[config.mk]
export PLATFORM = sky130hd
export DESIGN_NAME = ulfc_top
export DESIGN_NICKNAME = d
export VERILOG_FILES = /design/src/rtl/ulfc_framer.v /design/src/rtl/ulfc_top.v
export VERILOG_INCLUDE_DIRS = /design/src /design/src/rtl
export SDC_FILE = /design/constraint.sdc
export NUM_CORES = 1
export LEC_CHECK = 0
export BUFFER_PORTS_ARGS = -buffer_cell sky130_fd_sc_hd__clkbuf_2
export CORE_ASPECT_RATIO = 0.8
export CORE_MARGIN = 2
export CORE_UTILIZATION = 55
export DETAILED_ROUTE_END_ITERATION = 7
export GPL_TIMING_DRIVEN = 0
export PLACE_DENSITY_LB_ADDON = 0.3
export SLEW_MARGIN = 20
export SYNTH_ARGS = -nofsm -noshare
export SYNTH_HDL_FRONTEND = slang
export SYNTH_SLANG_ARGS = --single-unit
[constraint.sdc]
create_clock -name clk_sys -period 4.4 [get_ports clk_sys]
set_input_delay 1.32 -clock clk_sys [delete_from_list [all_inputs] [get_ports clk_sys]]
set_output_delay 1.32 -clock clk_sys [all_outputs]
set_load 0.01 [all_outputs]
[src/rtl/ulfc_consts.vh]
/*
 Constants for the line format control block: register offsets, field
 positions, reset values and framing figures.
 Assumes inclusion by bare name from files under rtl/.
*/
`ifndef ULFC_CONSTS_VH
`define ULFC_CONSTS_VH

`define ULFC_ADDR_W 4
`define ULFC_OFF_DATA 4'h0
`define ULFC_OFF_DIV_LO 4'h0
`define ULFC_OFF_DIV_HI 4'h1
`define ULFC_OFF_EFR 4'h2
`define ULFC_OFF_LFC 4'h3
`define ULFC_OFF_STATUS 4'h5
`define ULFC_OFF_RXDATA 4'h6

`define ULFC_LFC_RESET 8'h00
`define ULFC_DIV_RESET 16'h0001
`define ULFC_EFR_RESET 8'h00

`define ULFC_BIT_DLAB 7
`define ULFC_BIT_BREAK 6
`define ULFC_BIT_STICK 5
`define ULFC_BIT_EVEN 4
`define ULFC_BIT_PEN 3
`define ULFC_BIT_STOP 2
`define ULFC_BIT_WLEN_HI 1
`define ULFC_BIT_WLEN_LO 0

`define ULFC_OVS 16
`define ULFC_HALF_OVS 8

`define ULFC_ST_BUSY 0
`define ULFC_ST_RXRDY 1
`define ULFC_ST_PERR 2
`define ULFC_ST_FERR 3

`endif

[src/rtl/ulfc_framer.v]
/*
 Serial framer: one transmit and one receive character engine driven by the
 decoded format and a 16x oversampling tick.
 Assumes rx_sync is already synchronised to clk_sys.
*/
`timescale 1ns/1ps
`include "ulfc_consts.vh"

module ulfc_framer (
    // Clock and reset
    input wire clk_sys,
    input wire resetn,
    // Format
    input wire [3:0] data_bits,
    input wire par_en,
    input wire par_stick,
    input wire par_even,
    input wire stop_long,
    input wire brk,
    input wire tick,
    // Transmit request
    input wire tx_start,
    input wire [7:0] tx_data,
    output wire tx_busy,
    output reg tx_ff,
    // Receive
    input wire rx_sync,
    output reg rx_done_ff,
    output reg [7:0] rx_data_ff,
    output reg rx_perr_ff,
    output reg rx_ferr_ff
);
    localparam S_IDLE = 2'd0;
    localparam S_START = 2'd1;
    localparam S_DATA = 2'd2;
    localparam S_PAR = 2'd3;

    reg [1:0] tx_st_ff;
    reg tx_stop_ff;
    reg [3:0] tx_cnt_ff;
    reg [3:0] tx_bit_ff;
    reg [5:0] tx_stop_cnt_ff;
    reg [7:0] tx_sh_ff;
    reg tx_par_ff;
    reg [1:0] rx_st_ff;
    reg rx_stop_ff;
    reg [3:0] rx_cnt_ff;
    reg [3:0] rx_bit_ff;
    reg [7:0] rx_sh_ff;
    reg rx_par_ff;
    wire [5:0] stop_ticks;
    wire par_fixed;
    wire tx_line;

    assign stop_ticks = !stop_long ? 6'd16 : (data_bits == 4'd5 ? 6'd24 : 6'd32);
    assign par_fixed = ~par_even;
    assign tx_busy = (tx_st_ff != S_IDLE) || tx_stop_ff;
    assign tx_line = (tx_st_ff == S_START) ? 1'b0 :
                     (tx_st_ff == S_DATA) ? tx_sh_ff[0] :
                     (tx_st_ff == S_PAR) ? tx_par_ff : 1'b1;

    always @(posedge clk_sys) begin
        if (!resetn) begin
            tx_st_ff <= S_IDLE;
            tx_stop_ff <= 1'b0;
            tx_cnt_ff <= 4'h0;
            tx_bit_ff <= 4'h0;
            tx_stop_cnt_ff <= 6'h00;
            tx_sh_ff <= 8'h00;
            tx_par_ff <= 1'b0;
            tx_ff <= 1'b1;
        end else begin
            tx_ff <= brk ? 1'b0 : tx_line;
            if (tx_stop_ff) begin
                if (tick) begin
                    if (tx_stop_cnt_ff == stop_ticks - 6'd1) begin
                        tx_stop_ff <= 1'b0;
                        tx_stop_cnt_ff <= 6'h00;
                    end else begin
                        tx_stop_cnt_ff <= tx_stop_cnt_ff + 6'd1;
                    end
                end
            end else begin
                case (tx_st_ff)
                    S_IDLE: begin
                        if (tx_start) begin
                            tx_st_ff <= S_START;
                            tx_sh_ff <= tx_data;
                            tx_cnt_ff <= 4'h0;
                            tx_bit_ff <= 4'h0;
                            tx_par_ff <= par_stick ? par_fixed : ~par_even;
                        end
                    end
                    S_START: begin
                        if (tick) begin
                            tx_cnt_ff <= tx_cnt_ff + 4'd1;
                            if (tx_cnt_ff == 4'hf) begin
                                tx_st_ff <= S_DATA;
                            end
                        end
                    end
                    S_DATA: begin
                        if (tick) begin
                            tx_cnt_ff <= tx_cnt_ff + 4'd1;
                            if (tx_cnt_ff == 4'hf) begin
                                if (!par_stick) begin
                                    tx_par_ff <= tx_par_ff ^ tx_sh_ff[0];
                                end
                                tx_sh_ff <= {1'b0, tx_sh_ff[7:1]};
                                tx_bit_ff <= tx_bit_ff + 4'd1;
                                if (tx_bit_ff == data_bits - 4'd1) begin
                                    if (par_en) begin
                                        tx_st_ff <= S_PAR;
                                    end else begin
                                        tx_st_ff <= S_IDLE;
                                        tx_stop_ff <= 1'b1;
                                    end
                                end
                            end
                        end
                    end
                    S_PAR: begin
                        if (tick) begin
                            tx_cnt_ff <= tx_cnt_ff + 4'd1;
                            if (tx_cnt_ff == 4'hf) begin
                                tx_st_ff <= S_IDLE;
                                tx_stop_ff <= 1'b1;
                            end
                        end
                    end
                    default: tx_st_ff <= S_IDLE;
                endcase
            end
        end
    end

    always @(posedge clk_sys) begin
        if (!resetn) begin
            rx_st_ff <= S_IDLE;
            rx_stop_ff <= 1'b0;
            rx_cnt_ff <= 4'h0;
            rx_bit_ff <= 4'h0;
            rx_sh_ff <= 8'h00;
            rx_par_ff <= 1'b0;
            rx_done_ff <= 1'b0;
            rx_data_ff <= 8'h00;
            rx_perr_ff <= 1'b0;
            rx_ferr_ff <= 1'b0;
        end else begin
            rx_done_ff <= 1'b0;
            if (rx_stop_ff) begin
                if (tick) begin
                    rx_cnt_ff <= rx_cnt_ff + 4'd1;
                    if (rx_cnt_ff == 4'hf) begin
                        rx_stop_ff <= 1'b0;
                        rx_done_ff <= 1'b1;
                        rx_data_ff <= rx_sh_ff >> (4'd8 - data_bits);
                        rx_ferr_ff <= ~rx_sync;
                        rx_perr_ff <= par_en & (par_stick ? (rx_par_ff != par_fixed) :
                                                 (rx_par_ff != ~par_even));
                    end
                end
            end else begin
                case (rx_st_ff)
                    S_IDLE: begin
                        rx_cnt_ff <= 4'h0;
                        rx_bit_ff <= 4'h0;
                        rx_par_ff <= 1'b0;
                        if (!rx_sync) begin
                            rx_st_ff <= S_START;
                        end
                    end
                    S_START: begin
                        if (tick) begin
                            rx_cnt_ff <= rx_cnt_ff + 4'd1;
                            if (rx_cnt_ff == `ULFC_HALF_OVS - 1) begin
                                rx_cnt_ff <= 4'h0;
                                rx_st_ff <= rx_sync ? S_IDLE : S_DATA;
                            end
                        end
                    end
                    S_DATA: begin
                        if (tick) begin
                            rx_cnt_ff <= rx_cnt_ff + 4'd1;
                            if (rx_cnt_ff == 4'hf) begin
                                rx_sh_ff <= {rx_sync, rx_sh_ff[7:1]};
                                rx_par_ff <= rx_par_ff ^ rx_sync;
                                rx_bit_ff <= rx_bit_ff + 4'd1;
                                if (rx_bit_ff == data_bits - 4'd1) begin
                                    if (par_en) begin
                                        rx_st_ff <= S_PAR;
                                    end else begin
                                        rx_st_ff <= S_IDLE;
                                        rx_stop_ff <= 1'b1;
                                    end
                                end
                            end
                        end
                    end
                    S_PAR: begin
                        if (tick) begin
                            rx_cnt_ff <= rx_cnt_ff + 4'd1;
                            if (rx_cnt_ff == 4'hf) begin
                                // Stick mode compares the raw bit, else the running parity
                                rx_par_ff <= par_stick ? rx_sync : (rx_par_ff ^ rx_sync);
                                rx_st_ff <= S_IDLE;
                                rx_stop_ff <= 1'b1;
                            end
                        end
                    end
                    default: rx_st_ff <= S_IDLE;
                endcase
            end
        end
    end
endmodule

[src/rtl/ulfc_top.v]
/*
 Line format control for one serial channel: the format register, the
 divisor latch and enhanced feature register behind the access gate, a
 baud tick and the framer.
 Assumes a single-cycle register port master on clk_sys and an
 asynchronous serial line on rx_pin.
*/
// Notes on behaviour
// - Bit 7 switches access to divisor, feature register
// - Bit 6 holds serial output low
// - Bit 3 enables parity send and check
// - Bit 4 picks even, else odd parity
// - Bit 5 forces parity to inverse of bit 4
// - Bit 2 gives 1.5 or 2 stop bits
// - Bits 1:0 give 5 to 8 data bits
// - Format register resets to all zero
`timescale 1ns/1ps
`include "ulfc_consts.vh"

module ulfc_top (
    // Clock and reset
    input wire clk_sys,
    input wire resetn,
    // Register port
    input wire [3:0] reg_addr,
    input wire [7:0] reg_wdata,
    input wire reg_wr,
    input wire reg_rd,
    output reg [7:0] reg_rdata_ff,
    // Serial line
    input wire rx_pin,
    output wire tx_pin
);
    reg [7:0] line_format_control_ff;
    reg [15:0] div_ff;
    reg [7:0] efr_ff;
    reg [15:0] baud_cnt_ff;
    reg tick_ff;
    reg rx_meta_ff;
    reg rx_sync_ff;
    reg tx_go_ff;
    reg [7:0] tx_hold_ff;
    reg rx_ready_ff;
    reg [7:0] rx_buf_ff;
    reg perr_ff;
    reg ferr_ff;
    reg [7:0] nxt_rdata;
    wire dlab;
    wire tx_busy;
    wire rx_done;
    wire [7:0] rx_data;
    wire rx_perr;
    wire rx_ferr;
    wire [3:0] data_bits;

    assign dlab = line_format_control_ff[`ULFC_BIT_DLAB];
    assign data_bits = 4'd5 + {2'b00, line_format_control_ff[`ULFC_BIT_WLEN_HI:`ULFC_BIT_WLEN_LO]};

    // Format, divisor and feature registers
    always @(posedge clk_sys) begin
        if (!resetn) begin
            line_format_control_ff <= `ULFC_LFC_RESET;
            div_ff <= `ULFC_DIV_RESET;
            efr_ff <= `ULFC_EFR_RESET;
            tx_go_ff <= 1'b0;
            tx_hold_ff <= 8'h00;
        end else begin
            tx_go_ff <= 1'b0;
            if (reg_wr) begin
                case (reg_addr)
                    `ULFC_OFF_LFC: line_format_control_ff <= reg_wdata;
                    `ULFC_OFF_DIV_LO: begin
                        if (dlab) begin
                            div_ff[7:0] <= reg_wdata;
                        end else if (!tx_busy) begin
                            tx_hold_ff <= reg_wdata;
                            tx_go_ff <= 1'b1;
                        end
                    end
                    `ULFC_OFF_DIV_HI: begin
                        if (dlab) begin
                            div_ff[15:8] <= reg_wdata;
                        end
                    end
                    `ULFC_OFF_EFR: begin
                        if (dlab) begin
                            efr_ff <= reg_wdata;
                        end
                    end
                    default: ;
                endcase
            end
        end
    end

    // Receive holding and status, set wins over a read clear
    always @(posedge clk_sys) begin
        if (!resetn) begin
            rx_ready_ff <= 1'b0;
            rx_buf_ff <= 8'h00;
            perr_ff <= 1'b0;
            ferr_ff <= 1'b0;
        end else begin
            if (rx_done) begin
                rx_ready_ff <= 1'b1;
                rx_buf_ff <= rx_data;
                perr_ff <= rx_perr;
                ferr_ff <= rx_ferr;
            end else if (reg_rd && !dlab && reg_addr == `ULFC_OFF_RXDATA) begin
                rx_ready_ff <= 1'b0;
                perr_ff <= 1'b0;
                ferr_ff <= 1'b0;
            end
        end
    end

    // Read data, one cycle after the strobe
    always @* begin
        nxt_rdata = 8'h00;
        case (reg_addr)
            `ULFC_OFF_LFC: nxt_rdata = line_format_control_ff;
            `ULFC_OFF_DIV_LO: nxt_rdata = dlab ? div_ff[7:0] : 8'h00;
            `ULFC_OFF_DIV_HI: nxt_rdata = dlab ? div_ff[15:8] : 8'h00;
            `ULFC_OFF_EFR: nxt_rdata = dlab ? efr_ff : 8'h00;
            `ULFC_OFF_STATUS: begin
                nxt_rdata[`ULFC_ST_BUSY] = tx_busy;
                nxt_rdata[`ULFC_ST_RXRDY] = rx_ready_ff;
                nxt_rdata[`ULFC_ST_PERR] = perr_ff;
                nxt_rdata[`ULFC_ST_FERR] = ferr_ff;
            end
            `ULFC_OFF_RXDATA: nxt_rdata = dlab ? 8'h00 : rx_buf_ff;
            default: nxt_rdata = 8'h00;
        endcase
    end

    always @(posedge clk_sys) begin
        if (!resetn) begin
            reg_rdata_ff <= 8'h00;
        end else begin
            reg_rdata_ff <= reg_rd ? nxt_rdata : 8'h00;
        end
    end

    // Oversampling tick from the divisor
    always @(posedge clk_sys) begin
        if (!resetn) begin
            baud_cnt_ff <= 16'h0000;
            tick_ff <= 1'b0;
        end else begin
            if (baud_cnt_ff + 16'd1 >= div_ff) begin
                baud_cnt_ff <= 16'h0000;
                tick_ff <= 1'b1;
            end else begin
                baud_cnt_ff <= baud_cnt_ff + 16'd1;
                tick_ff <= 1'b0;
            end
        end
    end

    // Line input synchroniser
    always @(posedge clk_sys) begin
        if (!resetn) begin
            rx_meta_ff <= 1'b1;
            rx_sync_ff <= 1'b1;
        end else begin
            rx_meta_ff <= rx_pin;
            rx_sync_ff <= rx_meta_ff;
        end
    end

    ulfc_framer u_framer (
        .clk_sys(clk_sys),
        .resetn(resetn),
        .data_bits(data_bits),
        .par_en(line_format_control_ff[`ULFC_BIT_PEN]),
        .par_stick(line_format_control_ff[`ULFC_BIT_STICK]),
        .par_even(line_format_control_ff[`ULFC_BIT_EVEN]),
        .stop_long(line_format_control_ff[`ULFC_BIT_STOP]),
        .brk(line_format_control_ff[`ULFC_BIT_BREAK]),
        .tick(tick_ff),
        .tx_start(tx_go_ff),
        .tx_data(tx_hold_ff),
        .tx_busy(tx_busy),
        .tx_ff(tx_pin),
        .rx_sync(rx_sync_ff),
        .rx_done_ff(rx_done),
        .rx_data_ff(rx_data),
        .rx_perr_ff(rx_perr),
        .rx_ferr_ff(rx_ferr)
    );
endmodule

Yosys cells after proc, flatten, opt, wreduce, memory -nomap -nowiden --
Index checks and enable logic that the tools add are counted.
Storage, ports and cells: flip-flop bits (word level) 137, input port bits 17, output and inout port bits 9
Cells by class: add/subtract/negate cells 10, $lt $le $gt $ge 1, eq/ne operators 38, shifts and indexed selects 1, multiplexer cells 87, bitwise logic cells 12, reductions and logical operators 33
Operators by type and width (number):
- 8-bit two-way mux | 7
- 4-bit two-way mux | 10
- 1-bit two-way mux | 36
- 2-bit two-way mux | 18
- 2-bit != test (second input constant) | 13
- 4-bit case mux with 2 select lines | 3
- 4-bit case mux with 6 select lines | 1
- 4-bit case mux with 5 select lines | 1
- 6-bit two-way mux | 3
- 9-bit AND reduction | 2
- 16-bit by 1-bit adder with 16-bit output (second input constant) | 1
- 4-bit by 1-bit adder with 4-bit output (second input constant) | 4
- 4-bit by 3-bit == test with 1-bit output (second input constant) | 4
- 16-bit greater-or-equal comparator | 1
- 2-bit case mux with 4 select lines | 2
- 8-bit case mux with 2 select lines | 1
- 3-bit AND reduction | 5
- 4-bit case mux with 3 select lines | 1
- 4-bit AND reduction | 3
- 6-bit AND reduction | 2
- 2-bit by 1-bit != test with 1-bit output (second input constant) | 5
- 1-bit inverter | 9
- 2-bit == test (second input constant) | 4
- 4-bit by 2-bit == test with 1-bit output (second input constant) | 2
- other kinds (29) | 44

Logic depth before layout (Yosys ltp) --
Gate-level depths: netlist (run 1).
word-level depth 9, depth in mapped cells 11, depth with buffers taken out 10

By module --
A second synthesis (run 1) with hierarchy kept.
Unflattened totals: cell total of the unflattened synthesis 766, area, all modules 6974.2 um^2
By module, submodules not included:
- ulfc_top | times used 1, cells each 400, area an instance 3747.3 um^2, sequential area each 1581.5 um^2
- ulfc_framer | times used 1, cells each 366, area an instance 3226.8 um^2, sequential area each 1161.1 um^2

Worst setup path before layout (run 1) --
Ideal clock, no wire load.
path kind reg2reg, start reg baud_cnt_ff[0], end reg baud_cnt_ff[9], arrival time 2.592 ns, data required time 4.342 ns, path slack 1.750 ns, cell stages (with the launch flop) 12, path buffers 1, cell sequence dfxtp_1 > ha_1 > nand3_1 > nor3_1 > xor2_1 > ha_1 > a21oi_1 > nand2_1 > a221oi_1 > o211ai_1 > clkbuf_1 > and2b_1
On the way: cells in the longest elaborated chain, start to end 3
RTL lines:
- from (decl) | RTL line ulfc_top.v:37 | reg [15:0] baud_cnt_ff;
- from (signal assigned) | RTL line ulfc_top.v:154 | baud_cnt_ff <= baud_cnt_ff + 16'd1;
- 16-bit by 1-bit adder with 16-bit output * | RTL line ulfc_top.v:150, ulfc_top.v:154
- 16-bit greater-or-equal comparator | RTL line ulfc_top.v:150 | if (baud_cnt_ff + 16'd1 >= div_ff) begin
- 2-bit OR reduction (no source line)
Mark *: on every way between the ends. The rest lies on a longest branch, timed or not. A chain may end at the register's enable or synchronous reset.

Worst setup path after layout (run 1) --
start reg baud_cnt_ff[0], end reg baud_cnt_ff[8]
The elaborated chain is that of the path after synthesis.

==> flow_summary.toml, run 1 <==
[synthesis]
synth_edf_count = 0
synthTopCellsByArea = "dfxtp_1, mux2i_1, nor2_1"
syn_nets = 755
netlist.area_leader.share_pct = 42.5
synthTopCellsByCount = "dfxtp_1, nor2_1, nand2_1"
yosysUniqueCellTypes = 63
yosysMostFrequentCell = "dfxtp_1"
yosys_warnings = 0
ys_ff_latch = 137
synth_cells = 713
syn_area_sq_mm = 0.00645
seq_area_frac_synth_pct = 42.5
syn_avg_cell_area_sq_um = 9.04
yosys.area.top_type = "dfxtp_1"
synth_ff_type = "dfxtp_1"
async_flop_share_pct = 0

[detailed_routing]
dr.first_iter.drc_count = 452
wl_microns = 15600
wl_per_cell_microns = 17.0
top_layer = "met4"
dr_wl_met3_microns = 1540
via_per_inst = 5.87
wl_met1_microns = 7000
wl_met2_microns = 6870
drt_first_pass_iters = 5
drcViolationCount = 0
drtAntennaViolNets = 0
via_count = 5386

[finish]
num-nets-final = 798
drive_gt1_share_pct = 11.2
fin_cells = 917
fin_area_sq_mm = 0.00732
fillers = 966
area_growth_syn_to_layout_pct = 13.6
num_antenna_cells = 0

[status]
status = "finished clean"

[grt]
grt_pass1_wl_microns = 25700
antenna_found_initial = 0
grt_pass1_vias = 5149
grt_overflow = 0
track_usage_pct = 25.9
grt_max_degree = 17

[place]
place.gp.congestion = 0.913
dpl_cell_area_sq_mm = 0.00675
portBuffers = 24
dp.cells = 885
hpwl_microns = 11400
dp_worst_setup_slack_ns = 1.14

[run]
cap_violations = 0

[clocking]
cts.htree.levels = 4
post-cts-setup-buffers = 0
cts_buffer_depth = 2
hold_buffers = 0
cts_resized = 0
cts_tree = "done"
path_clk_slew_ns = 0.06
cts_buffers = 17
cts_root_buffer = "clkbuf_16"
cts.sinks = 137
insertion_delay_ns = 0.42

[setup_path]
critPathCaptureType = "flip-flop"
critical_path_class = "reg -> reg"
crit_fanout = 10
worstSetupStartpointType = "flip-flop"
worstPathRequired_ns = 4.76
cp.arrival_ns = 3.86

[sta]
rsz0062_at_grt = "false"
timing.fmax_mhz = 286
layout_setup_ws_ns = 0.901
whs_ns = 0.405
tightest_slew_ns = 0.883
slew_headroom_pct = 40.6
period_minus_slack_ns = 3.50
hold_viol = 0
skew_ns = 0.00583
tns_ns = 0
setup-violations-final = 0
period_share_pct = 79.5
drv_slew = 0

[floorplan]
fp-row-count = 35
dieArea_sq_mm = 0.0126
die_h_microns = 101
coreArea_sq_mm = 0.0115
initial_core_util_pct = 56.2
io_pins = 26
die_w_microns = 125

[power]
p_per_area_mw_per_mm2 = 380
irDropWorstVdd_uv = 275
p_leak_nw = 2.90

[worst_hold_path]
hold_path.class = "reg -> reg"
==> state kept, by name, indices dropped and copies added (netlist names), 6 cells and up <==
name / cells
div_ff: 16
reg_rdata_ff: 8
u_framer.tx_sh_ff: 8
u_framer.rx_sh_ff: 8
rx_buf_ff: 8
u_framer.tx_stop_cnt_ff: 6
efr_ff: 8
line_format_control_ff: 8
tx_hold_ff: 8
baud_cnt_ff: 16
u_framer.rx_data_ff: 8
==> cells by family after synthesis <==
family | after synthesis | synth area share (%)
buffers and inverters | 60 | 3.96
AO/OA/AOI/OAI | 126 | 13.2
adder cells (fa/ha/maj) | 25 | 4.85
AND/OR/NAND/NOR | 270 | 20.3
multiplexers | 63 | 10.8
flip-flops | 137 | 42.5
XOR/XNOR | 32 | 4.35
==> final cells by class <==
type                       instances  area, sq um  share of cell area, %
clock buffer                      20          447                   6.10
timing repair buffer              24          120                   1.64
buffer                            35          161                   2.20
multi-input combinational        516         3450                   47.1
sequential                       137         2740                   37.5
inverter                          25         93.8                   1.28
tap                              148          185                   2.53
clock inverter                    12          125                   1.71
==> placed cells by master, fill, tap and decap left out, types with 16 or more instances in the layout <==
master / Yosys / layout
nor2_1: 96 / 96
clkbuf_16: 0 / 17
inv_1: 25 / 25
nand3_1: 37 / 37
dfxtp_1: 137 / 137
clkbuf_2: 0 / 24
xor2_1: 16 / 16
mux2i_1: 57 / 57
o21ai_0: 17 / 17
xnor2_1: 16 / 16
nand2_1: 61 / 61
clkbuf_1: 19 / 21
a21oi_1: 44 / 44
ha_1: 25 / 25
==> stage by stage <==
step                utilization (%)  total power, mW
floorplan                         -             1.37
global placement               58.8             1.41
detailed placement             58.8             1.42
CTS                            63.8             2.79
global route                   63.8             2.86
finish                         63.8             2.78
==> critical path: stages, from the launching register on <==
cell and delay (ns):
dfxtp_1 0.43, ha_1 0.24, nand3_1 0.22, nor3_1 0.35
xor2_1 0.26, ha_1 0.29, a21oi_1 0.15, nand2_1 0.07
a221oi_1 0.46, o211ai_1 0.35, clkbuf_1 0.34, and2b_1 0.28
==> layer usage <==
metal	up-vias	GRT usage [%]
met5	-	0
met3	28	7.22
met1	2531	34.0
met2	218	41.2
li1	2609	-
met4	0	9.23
==> worst paths after layout <==
check,cells after the start,from,endpoint,slack [ns]
max,11,baud_cnt_ff[0]$_SDFF_PP0_,baud_cnt_ff[8]$_SDFF_PP0_,0.90
min,1,rx_meta_ff$_SDFF_PN1_,rx_sync_ff$_SDFF_PN1_,0.41
max reg2reg,11,baud_cnt_ff[0]$_SDFF_PP0_,baud_cnt_ff[8]$_SDFF_PP0_,0.90
min reg2reg,1,rx_meta_ff$_SDFF_PN1_,rx_sync_ff$_SDFF_PN1_,0.41
==> power by group <==
part	switching (mW)	leakage [nW]	internal (mW)
Sequential	0.00796	1.10	1.25
Combinational	0.0911	1.52	0.0447
Clock	0.540	0.276	0.845
Total	0.639	2.90	2.14
(Power assumes the default switching activity.)
==> inputs of run 2 (changes only) <==
--- a/config.mk
+++ b/config.mk
@@ -6,6 +6,7 @@
 export SDC_FILE = /design/constraint.sdc
 export NUM_CORES = 1
 export LEC_CHECK = 0
+export ABC_AREA = 1
 export BUFFER_PORTS_ARGS = -buffer_cell sky130_fd_sc_hd__clkbuf_2
 export CORE_ASPECT_RATIO = 0.8
 export CORE_MARGIN = 2
==> constraint.sdc (replaced) <==
create_clock -name clk_sys -period 3 [get_ports clk_sys]
set_input_delay 0.9 -clock clk_sys [delete_from_list [all_inputs] [get_ports clk_sys]]
set_output_delay 0.9 -clock clk_sys [all_outputs]
set_load 0.01 [all_outputs]
==> run 2 against run 1 <==
  * Sequential share of layout area shrank 1.1 points
  * Die area is 2.6% higher
  * Clock power increased by 54%
  * Area after synthesis rose by 2.7%
  * Count of clock-buffer cells in the layout decreased by 1
  * Critical endpoint is now baud_cnt_ff[15]$_SDFF_PP0_
==> flow_summary.toml, run 2 <==
[status]
status = "finished clean"

[clocking]
cts_buffer_depth = 2
cts.sinks = 137
cts.htree.levels = 4
cts_buffers = 17
path_clk_slew_ns = 0.06
hold_buffers = 0
cts_root_buffer = "clkbuf_16"
insertion_delay_ns = 0.43
cts_tree = "done"

[run]
cap_violations = 0

[grt]
track_usage_pct = 27.1
grt_pass1_vias = 5506
grt_max_degree = 17
grt_overflow = 0
antenna_found_initial = 0
grt_pass1_wl_microns = 27200

[setup_path]
worstPathRequired_ns = 3.31
critical_path_class = "reg -> reg"
cp.arrival_ns = 3.07
crit_fanout = 10
critPathCaptureType = "flip-flop"
worstSetupStartpointType = "flip-flop"
path_cells = "ha_1 -> nand2_1 -> nor2_4 -> nand3_1 -> nor2_2 -> xnor2_1 -> inv_1 -> ha_1 -> nand2_1 -> nor3_2 -> nand3_1 -> nand4_1 -> buf_2 -> nor2_1"
cpPeakStageDelay_ns = 0.37
cp_slowest_cell = "dfxtp_1"
cp_top_family = "simple AND/OR/NAND/NOR gates"
critPathBufInv = 2

[finish]
fin_util_pct = 64.8
fillers = 1004
seqCellArea_sq_mm = 0.00274
num-nets-final = 1012
mostFrequentLayoutCells = "nand2_1, dfxtp_1, inv_1"
drive_gt1_share_pct = 12.2
num_antenna_cells = 0
multi_input_area_sq_mm = 0.00320
layout_commonest_cell = "nand2_1"
area_growth_syn_to_layout_pct = 14.1
fin_area_sq_mm = 0.00755
reg.largest.list = "baud_cnt_ff: 16 flops, div_ff: 16 flops"

[detailed_routing]
via_per_inst = 5.47
drcViolationCount = 0
dr.first_iter.drc_count = 548
wl_microns = 16800
drtAntennaViolNets = 0
wl_per_cell_microns = 14.9
via_count = 6171
drt_first_pass_iters = 5

[sta]
period_share_pct = 92.0
rsz0062_at_grt = "false"
slew_headroom_pct = 55.4
period_minus_slack_ns = 2.76
timing.fmax_mhz = 362
setup-violations-final = 0
tightest_slew_ns = 0.668
whs_ns = 0.415
skew_ns = 0.00837
drv_slew = 0
hold_viol = 0
layout_setup_ws_ns = 0.241

[synthesis]
synth_edf_count = 0
syn_avg_cell_area_sq_um = 7.16
yosysMostFrequentCell = "nand2_1"
synthTopCellsByCount = "nand2_1, dfxtp_1, inv_1"
yosys_warnings = 0
syn_nets = 967
synth_ff_type = "dfxtp_1"
async_flop_share_pct = 0
synth_cells = 925
syn_area_sq_mm = 0.00662
seq_area_frac_synth_pct = 41.4
ys_ff_latch = 137
synthTopCellsByArea = "dfxtp_1, nand2_1, a21oi_1"
yosysUniqueCellTypes = 43
netlist.area_leader.share_pct = 41.4
yosys.area.top_type = "dfxtp_1"

[worst_hold_path]
hold_path.class = "reg -> reg"

[floorplan]
fp-row-count = 35
coreArea_sq_mm = 0.0116
die_h_microns = 102
initial_core_util_pct = 56.9
dieArea_sq_mm = 0.0129
io_pins = 26
die_w_microns = 127

[place]
dpl_cell_area_sq_mm = 0.00693
place.gp.congestion = 0.946
hpwl_microns = 11900
dp_worst_setup_slack_ns = -0.0775
portBuffers = 25

[power]
irDropWorstVdd_uv = 500
p_per_area_mw_per_mm2 = 638
total_power_mw = 4.82
p_leak_nw = 3.12
## run 2: cell type report
class | instances | area share, %
Clock buffer | 19 | 6.00
Clock inverter | 11 | 1.95
Sequential cell | 137 | 36.3
Multi-Input combinational cell | 614 | 42.4
Inverter | 145 | 7.21
Timing Repair Buffer | 26 | 1.76
Tap cell | 148 | 2.45
Buffer | 29 | 1.97
## run 2: what timing repair did
item                                    CTS  global route
resized for setup                         0             3
setup buffers                             1             0
pin swaps                                 1             0
endpoints found under the setup margin   10            16
## run 2: through the flow
step | TNS [ns] | instances
3_5_place_dp | -0.708 | 1098
6_report | 0 | 1129
2_1_floorplan | 0 | 925
3_3_place_gp | -0.822 | 1098
4_1_cts | 0 | 1129
5_1_grt | 0 | 1129
## run 2: report_power, final
part / switching [mW] / internal (mW) / leakage [nW]
Clock: 0.803 / 1.34 / 0.295
Combinational: 0.479 / 0.234 / 1.72
Sequential: 0.0593 / 1.90 / 1.11
## run 2: metal layers
| metal | global-route usage, % | wire length, microns |
|---|---|---|
| met3 | 8.32 | 1530 |
| met2 | 38.0 | 6650 |
| met5 | 0 | 0 |
| met4 | 8.11 | 293 |
| met1 | 39.9 | 8300 |
## run 2: worst paths after layout
kind,slack (ns),start,cells past startpoint,endpoint
worst max-delay path,0.24,baud_cnt_ff[0]$_SDFF_PP0_,14,baud_cnt_ff[15]$_SDFF_PP0_
worst min-delay path,0.42,rx_meta_ff$_SDFF_PN1_,1,rx_sync_ff$_SDFF_PN1_
worst max register to register,0.24,baud_cnt_ff[0]$_SDFF_PP0_,14,baud_cnt_ff[15]$_SDFF_PP0_
worst min register to register,0.42,rx_meta_ff$_SDFF_PN1_,1,rx_sync_ff$_SDFF_PN1_
## run 2: logic make-up after synthesis
| group | after synthesis | synth area share, % |
|---|---|---|
| AND/OR/NAND/NOR | 321 | 21.0 |
| AO/OA/AOI/OAI | 251 | 20.1 |
| buffers and inverters | 174 | 10.5 |
| flip-flops | 137 | 41.4 |
| adder cells (fa/ha/maj) | 25 | 4.72 |
| XOR/XNOR | 13 | 1.72 |
| multiplexers | 4 | 0.605 |
==> inputs of run 3 (changes only) <==
--- a/config.mk
+++ b/config.mk
@@ -11,6 +11,7 @@
 export CORE_ASPECT_RATIO = 0.8
 export CORE_MARGIN = 2
 export CORE_UTILIZATION = 55
+export CTS_BUF_LIST = sky130_fd_sc_hd__clkbuf_8
 export DETAILED_ROUTE_END_ITERATION = 7
 export GPL_TIMING_DRIVEN = 0
 export PLACE_DENSITY_LB_ADDON = 0.3
==> run 3 against run 2 <==
  * Power decreased by 12%
  * Utilization decreased by 1.7 points
  * Clock power decreased by 26%
  * Worst setup slack got worse by 0.074 ns
  * Fmax decreased by 2.6%
  * Non-clock buffer count unchanged
  * Count of clock-buffer cells in the layout unchanged
  * Highest routed layer unchanged
==> flow_summary.toml, run 3 (same netlist as run 2, synthesis figures left out) <==
[status]
status = "finished clean"

[detailed_routing]
via_count = 6159
wl_microns = 16400
drtAntennaViolNets = 0
dr.first_iter.drc_count = 576
wl_per_cell_microns = 14.5
drcViolationCount = 0
drt_first_pass_iters = 6
via_per_inst = 5.46

[finish]
num_antenna_cells = 0
mostFrequentLayoutCells = "nand2_1, dfxtp_1, inv_1"
drive_gt1_share_pct = 12.2
multi_input_area_sq_mm = 0.00319
seqCellArea_sq_mm = 0.00274
area_growth_syn_to_layout_pct = 11.1
num-nets-final = 1012
layout_commonest_cell = "nand2_1"
reg.largest.list = "baud_cnt_ff: 16 flops, div_ff: 16 flops"
fin_area_sq_mm = 0.00736
fillers = 1024

[sta]
period_minus_slack_ns = 2.83
skew_ns = 0.0129
period_share_pct = 94.5
slew_headroom_pct = 52.9
layout_setup_ws_ns = 0.166
timing.fmax_mhz = 353
whs_ns = 0.419
tns_ns = 0
hold_viol = 0
tightest_slew_ns = 0.706
setup-violations-final = 0
drv_slew = 0

[place]
portBuffers = 25
place.gp.congestion = 0.946
dp_worst_setup_slack_ns = -0.0775
hpwl_microns = 11900
dpl_cell_area_sq_mm = 0.00693

[grt]
grt_use_met1_pct = 39.6
grt_overflow = 0
grt_pass1_wl_microns = 26600
grt_pass1_vias = 5378
grt_use_met2_pct = 36.4
track_usage_pct = 26.4
grt_max_degree = 17
grt-busiest-layer = "met1"
use_met3_pct = 6.39
antenna_found_initial = 0

[floorplan]
io_pins = 26
initial_core_util_pct = 56.9
dieArea_sq_mm = 0.0129
coreArea_sq_mm = 0.0116
fp-row-count = 35
die_w_microns = 127
die_h_microns = 102

[clocking]
insertion_delay_ns = 0.46
path_clk_slew_ns = 0.08
cts_root_buffer = "clkbuf_8"
cts_tree = "done"
cts.htree.levels = 4
cts_buffer_depth = 2
hold_buffers = 0
cts_buffers = 17
cts.sinks = 137

[power]
power_switching_mw = 1.27
internal_power_mw = 2.99
clkPwrFrac_pct = 37.4
sw_frac_of_total_pct = 29.8
power_frac_comb_pct = 16.6
irDropWorstVdd_uv = 381
seq_power_share_pct = 46.0
p_per_area_mw_per_mm2 = 579
p_leak_nw = 3.03

[setup_path]
worstSetupStartpointType = "flip-flop"
crit_fanout = 10
critPathCaptureType = "flip-flop"
critical_path_class = "reg -> reg"
ff2ff_path_depth = 14
r2r-end = "baud_cnt_ff[15]$_SDFF_PP0_"
rrSetupSlack_ns = 0.17
cp.arrival_ns = 3.19
worstPathRequired_ns = 3.35
rr_startpoint = "baud_cnt_ff[0]$_SDFF_PP0_"

[worst_hold_path]
min-delay-start = "rx_meta_ff$_SDFF_PN1_"
hold_end = "rx_sync_ff$_SDFF_PN1_"
hold_path.class = "reg -> reg"
holdPathStages = 1

[run]
cap_violations = 0
## run 3: changes by cell type in the layout (fill, tap and decap cells not counted)
cell	delta
nor2_2	+1
clkbuf_16	-17
nor2_4	-1
clkbuf_8	+17
## run 3: repair_timing
action | in CTS | in global routing
resized for setup | 0 | 2
endpoints found under the hold margin | 0 | 0
buffers inserted | 1 | 0
endpoints found under the setup margin | 10 | 16
pin swaps | 1 | 0
## run 3: worst max-delay path, cell delays in order (launching register included)
cell,delay [ns]
dfxtp_1,0.38
ha_1,0.20
nand2_1,0.07
nor2_2,0.25
nand3_1,0.20
nor2_2,0.20
xnor2_1,0.16
inv_1,0.06
ha_1,0.27
nand2_1,0.09
nor3_2,0.28
nand3_1,0.14
nand4_1,0.12
buf_2,0.25
nor2_1,0.06
## run 3: layout make-up
cell class,count,area share [%]
multi-input cells,614,43.4
clock buffers,19,3.55
flip-flops and latches,137,37.3
plain buffers,29,2.02
repair buffers,26,1.80
inverters,145,7.40
well taps,148,2.52
clock inverters,11,2.01
## run 3: how the worst max path moves through the flow
stage / end / from / slack (ns)
after CTS: baud_cnt_ff[7]$_SDFF_PP0_ / baud_cnt_ff[0]$_SDFF_PP0_ / 0.13
final: baud_cnt_ff[15]$_SDFF_PP0_ / baud_cnt_ff[0]$_SDFF_PP0_ / 0.17
after global routing: baud_cnt_ff[6]$_SDFF_PP0_ / baud_cnt_ff[0]$_SDFF_PP0_ / -0.04
after global placement: baud_cnt_ff[6]$_SDFF_PP0_ / baud_cnt_ff[0]$_SDFF_PP0_ / -0.09
after detailed placement: baud_cnt_ff[10]$_SDFF_PP0_ / baud_cnt_ff[0]$_SDFF_PP0_ / -0.08
after floorplan: baud_cnt_ff[13]$_SDFF_PP0_ / baud_cnt_ff[0]$_SDFF_PP0_ / 0.56
## run 3: routing by layer
layer  part of all wire (%)  up-vias
met4                    2.1        0
met3                    8.6       26
li1                       -     3136
met5                      0        -
met1                     51     2790
met2                     39      207
## run 3: power by group through the flow
| stage | clock network, mW | registers, mW | logic, mW |
|---|---|---|---|
| after floorplan | 0 | 1.99 | 0.537 |
| after global placement | 0 | 2.00 | 0.686 |
| after detailed placement | 0 | 2.00 | 0.694 |
| after CTS | 1.61 | 1.96 | 0.699 |
| after global routing | 1.69 | 1.97 | 0.800 |
| final | 1.59 | 1.96 | 0.708 |
## run 3: stage by stage
stage               std cells  total power, mW  utilization [%]
floorplan                 925             2.52                -
global placement         1098             2.68             59.5
detailed placement       1098             2.69             59.5
CTS                      1129             4.26             63.1
global route             1129             4.45             63.2
finish                   1129             4.26             63.2
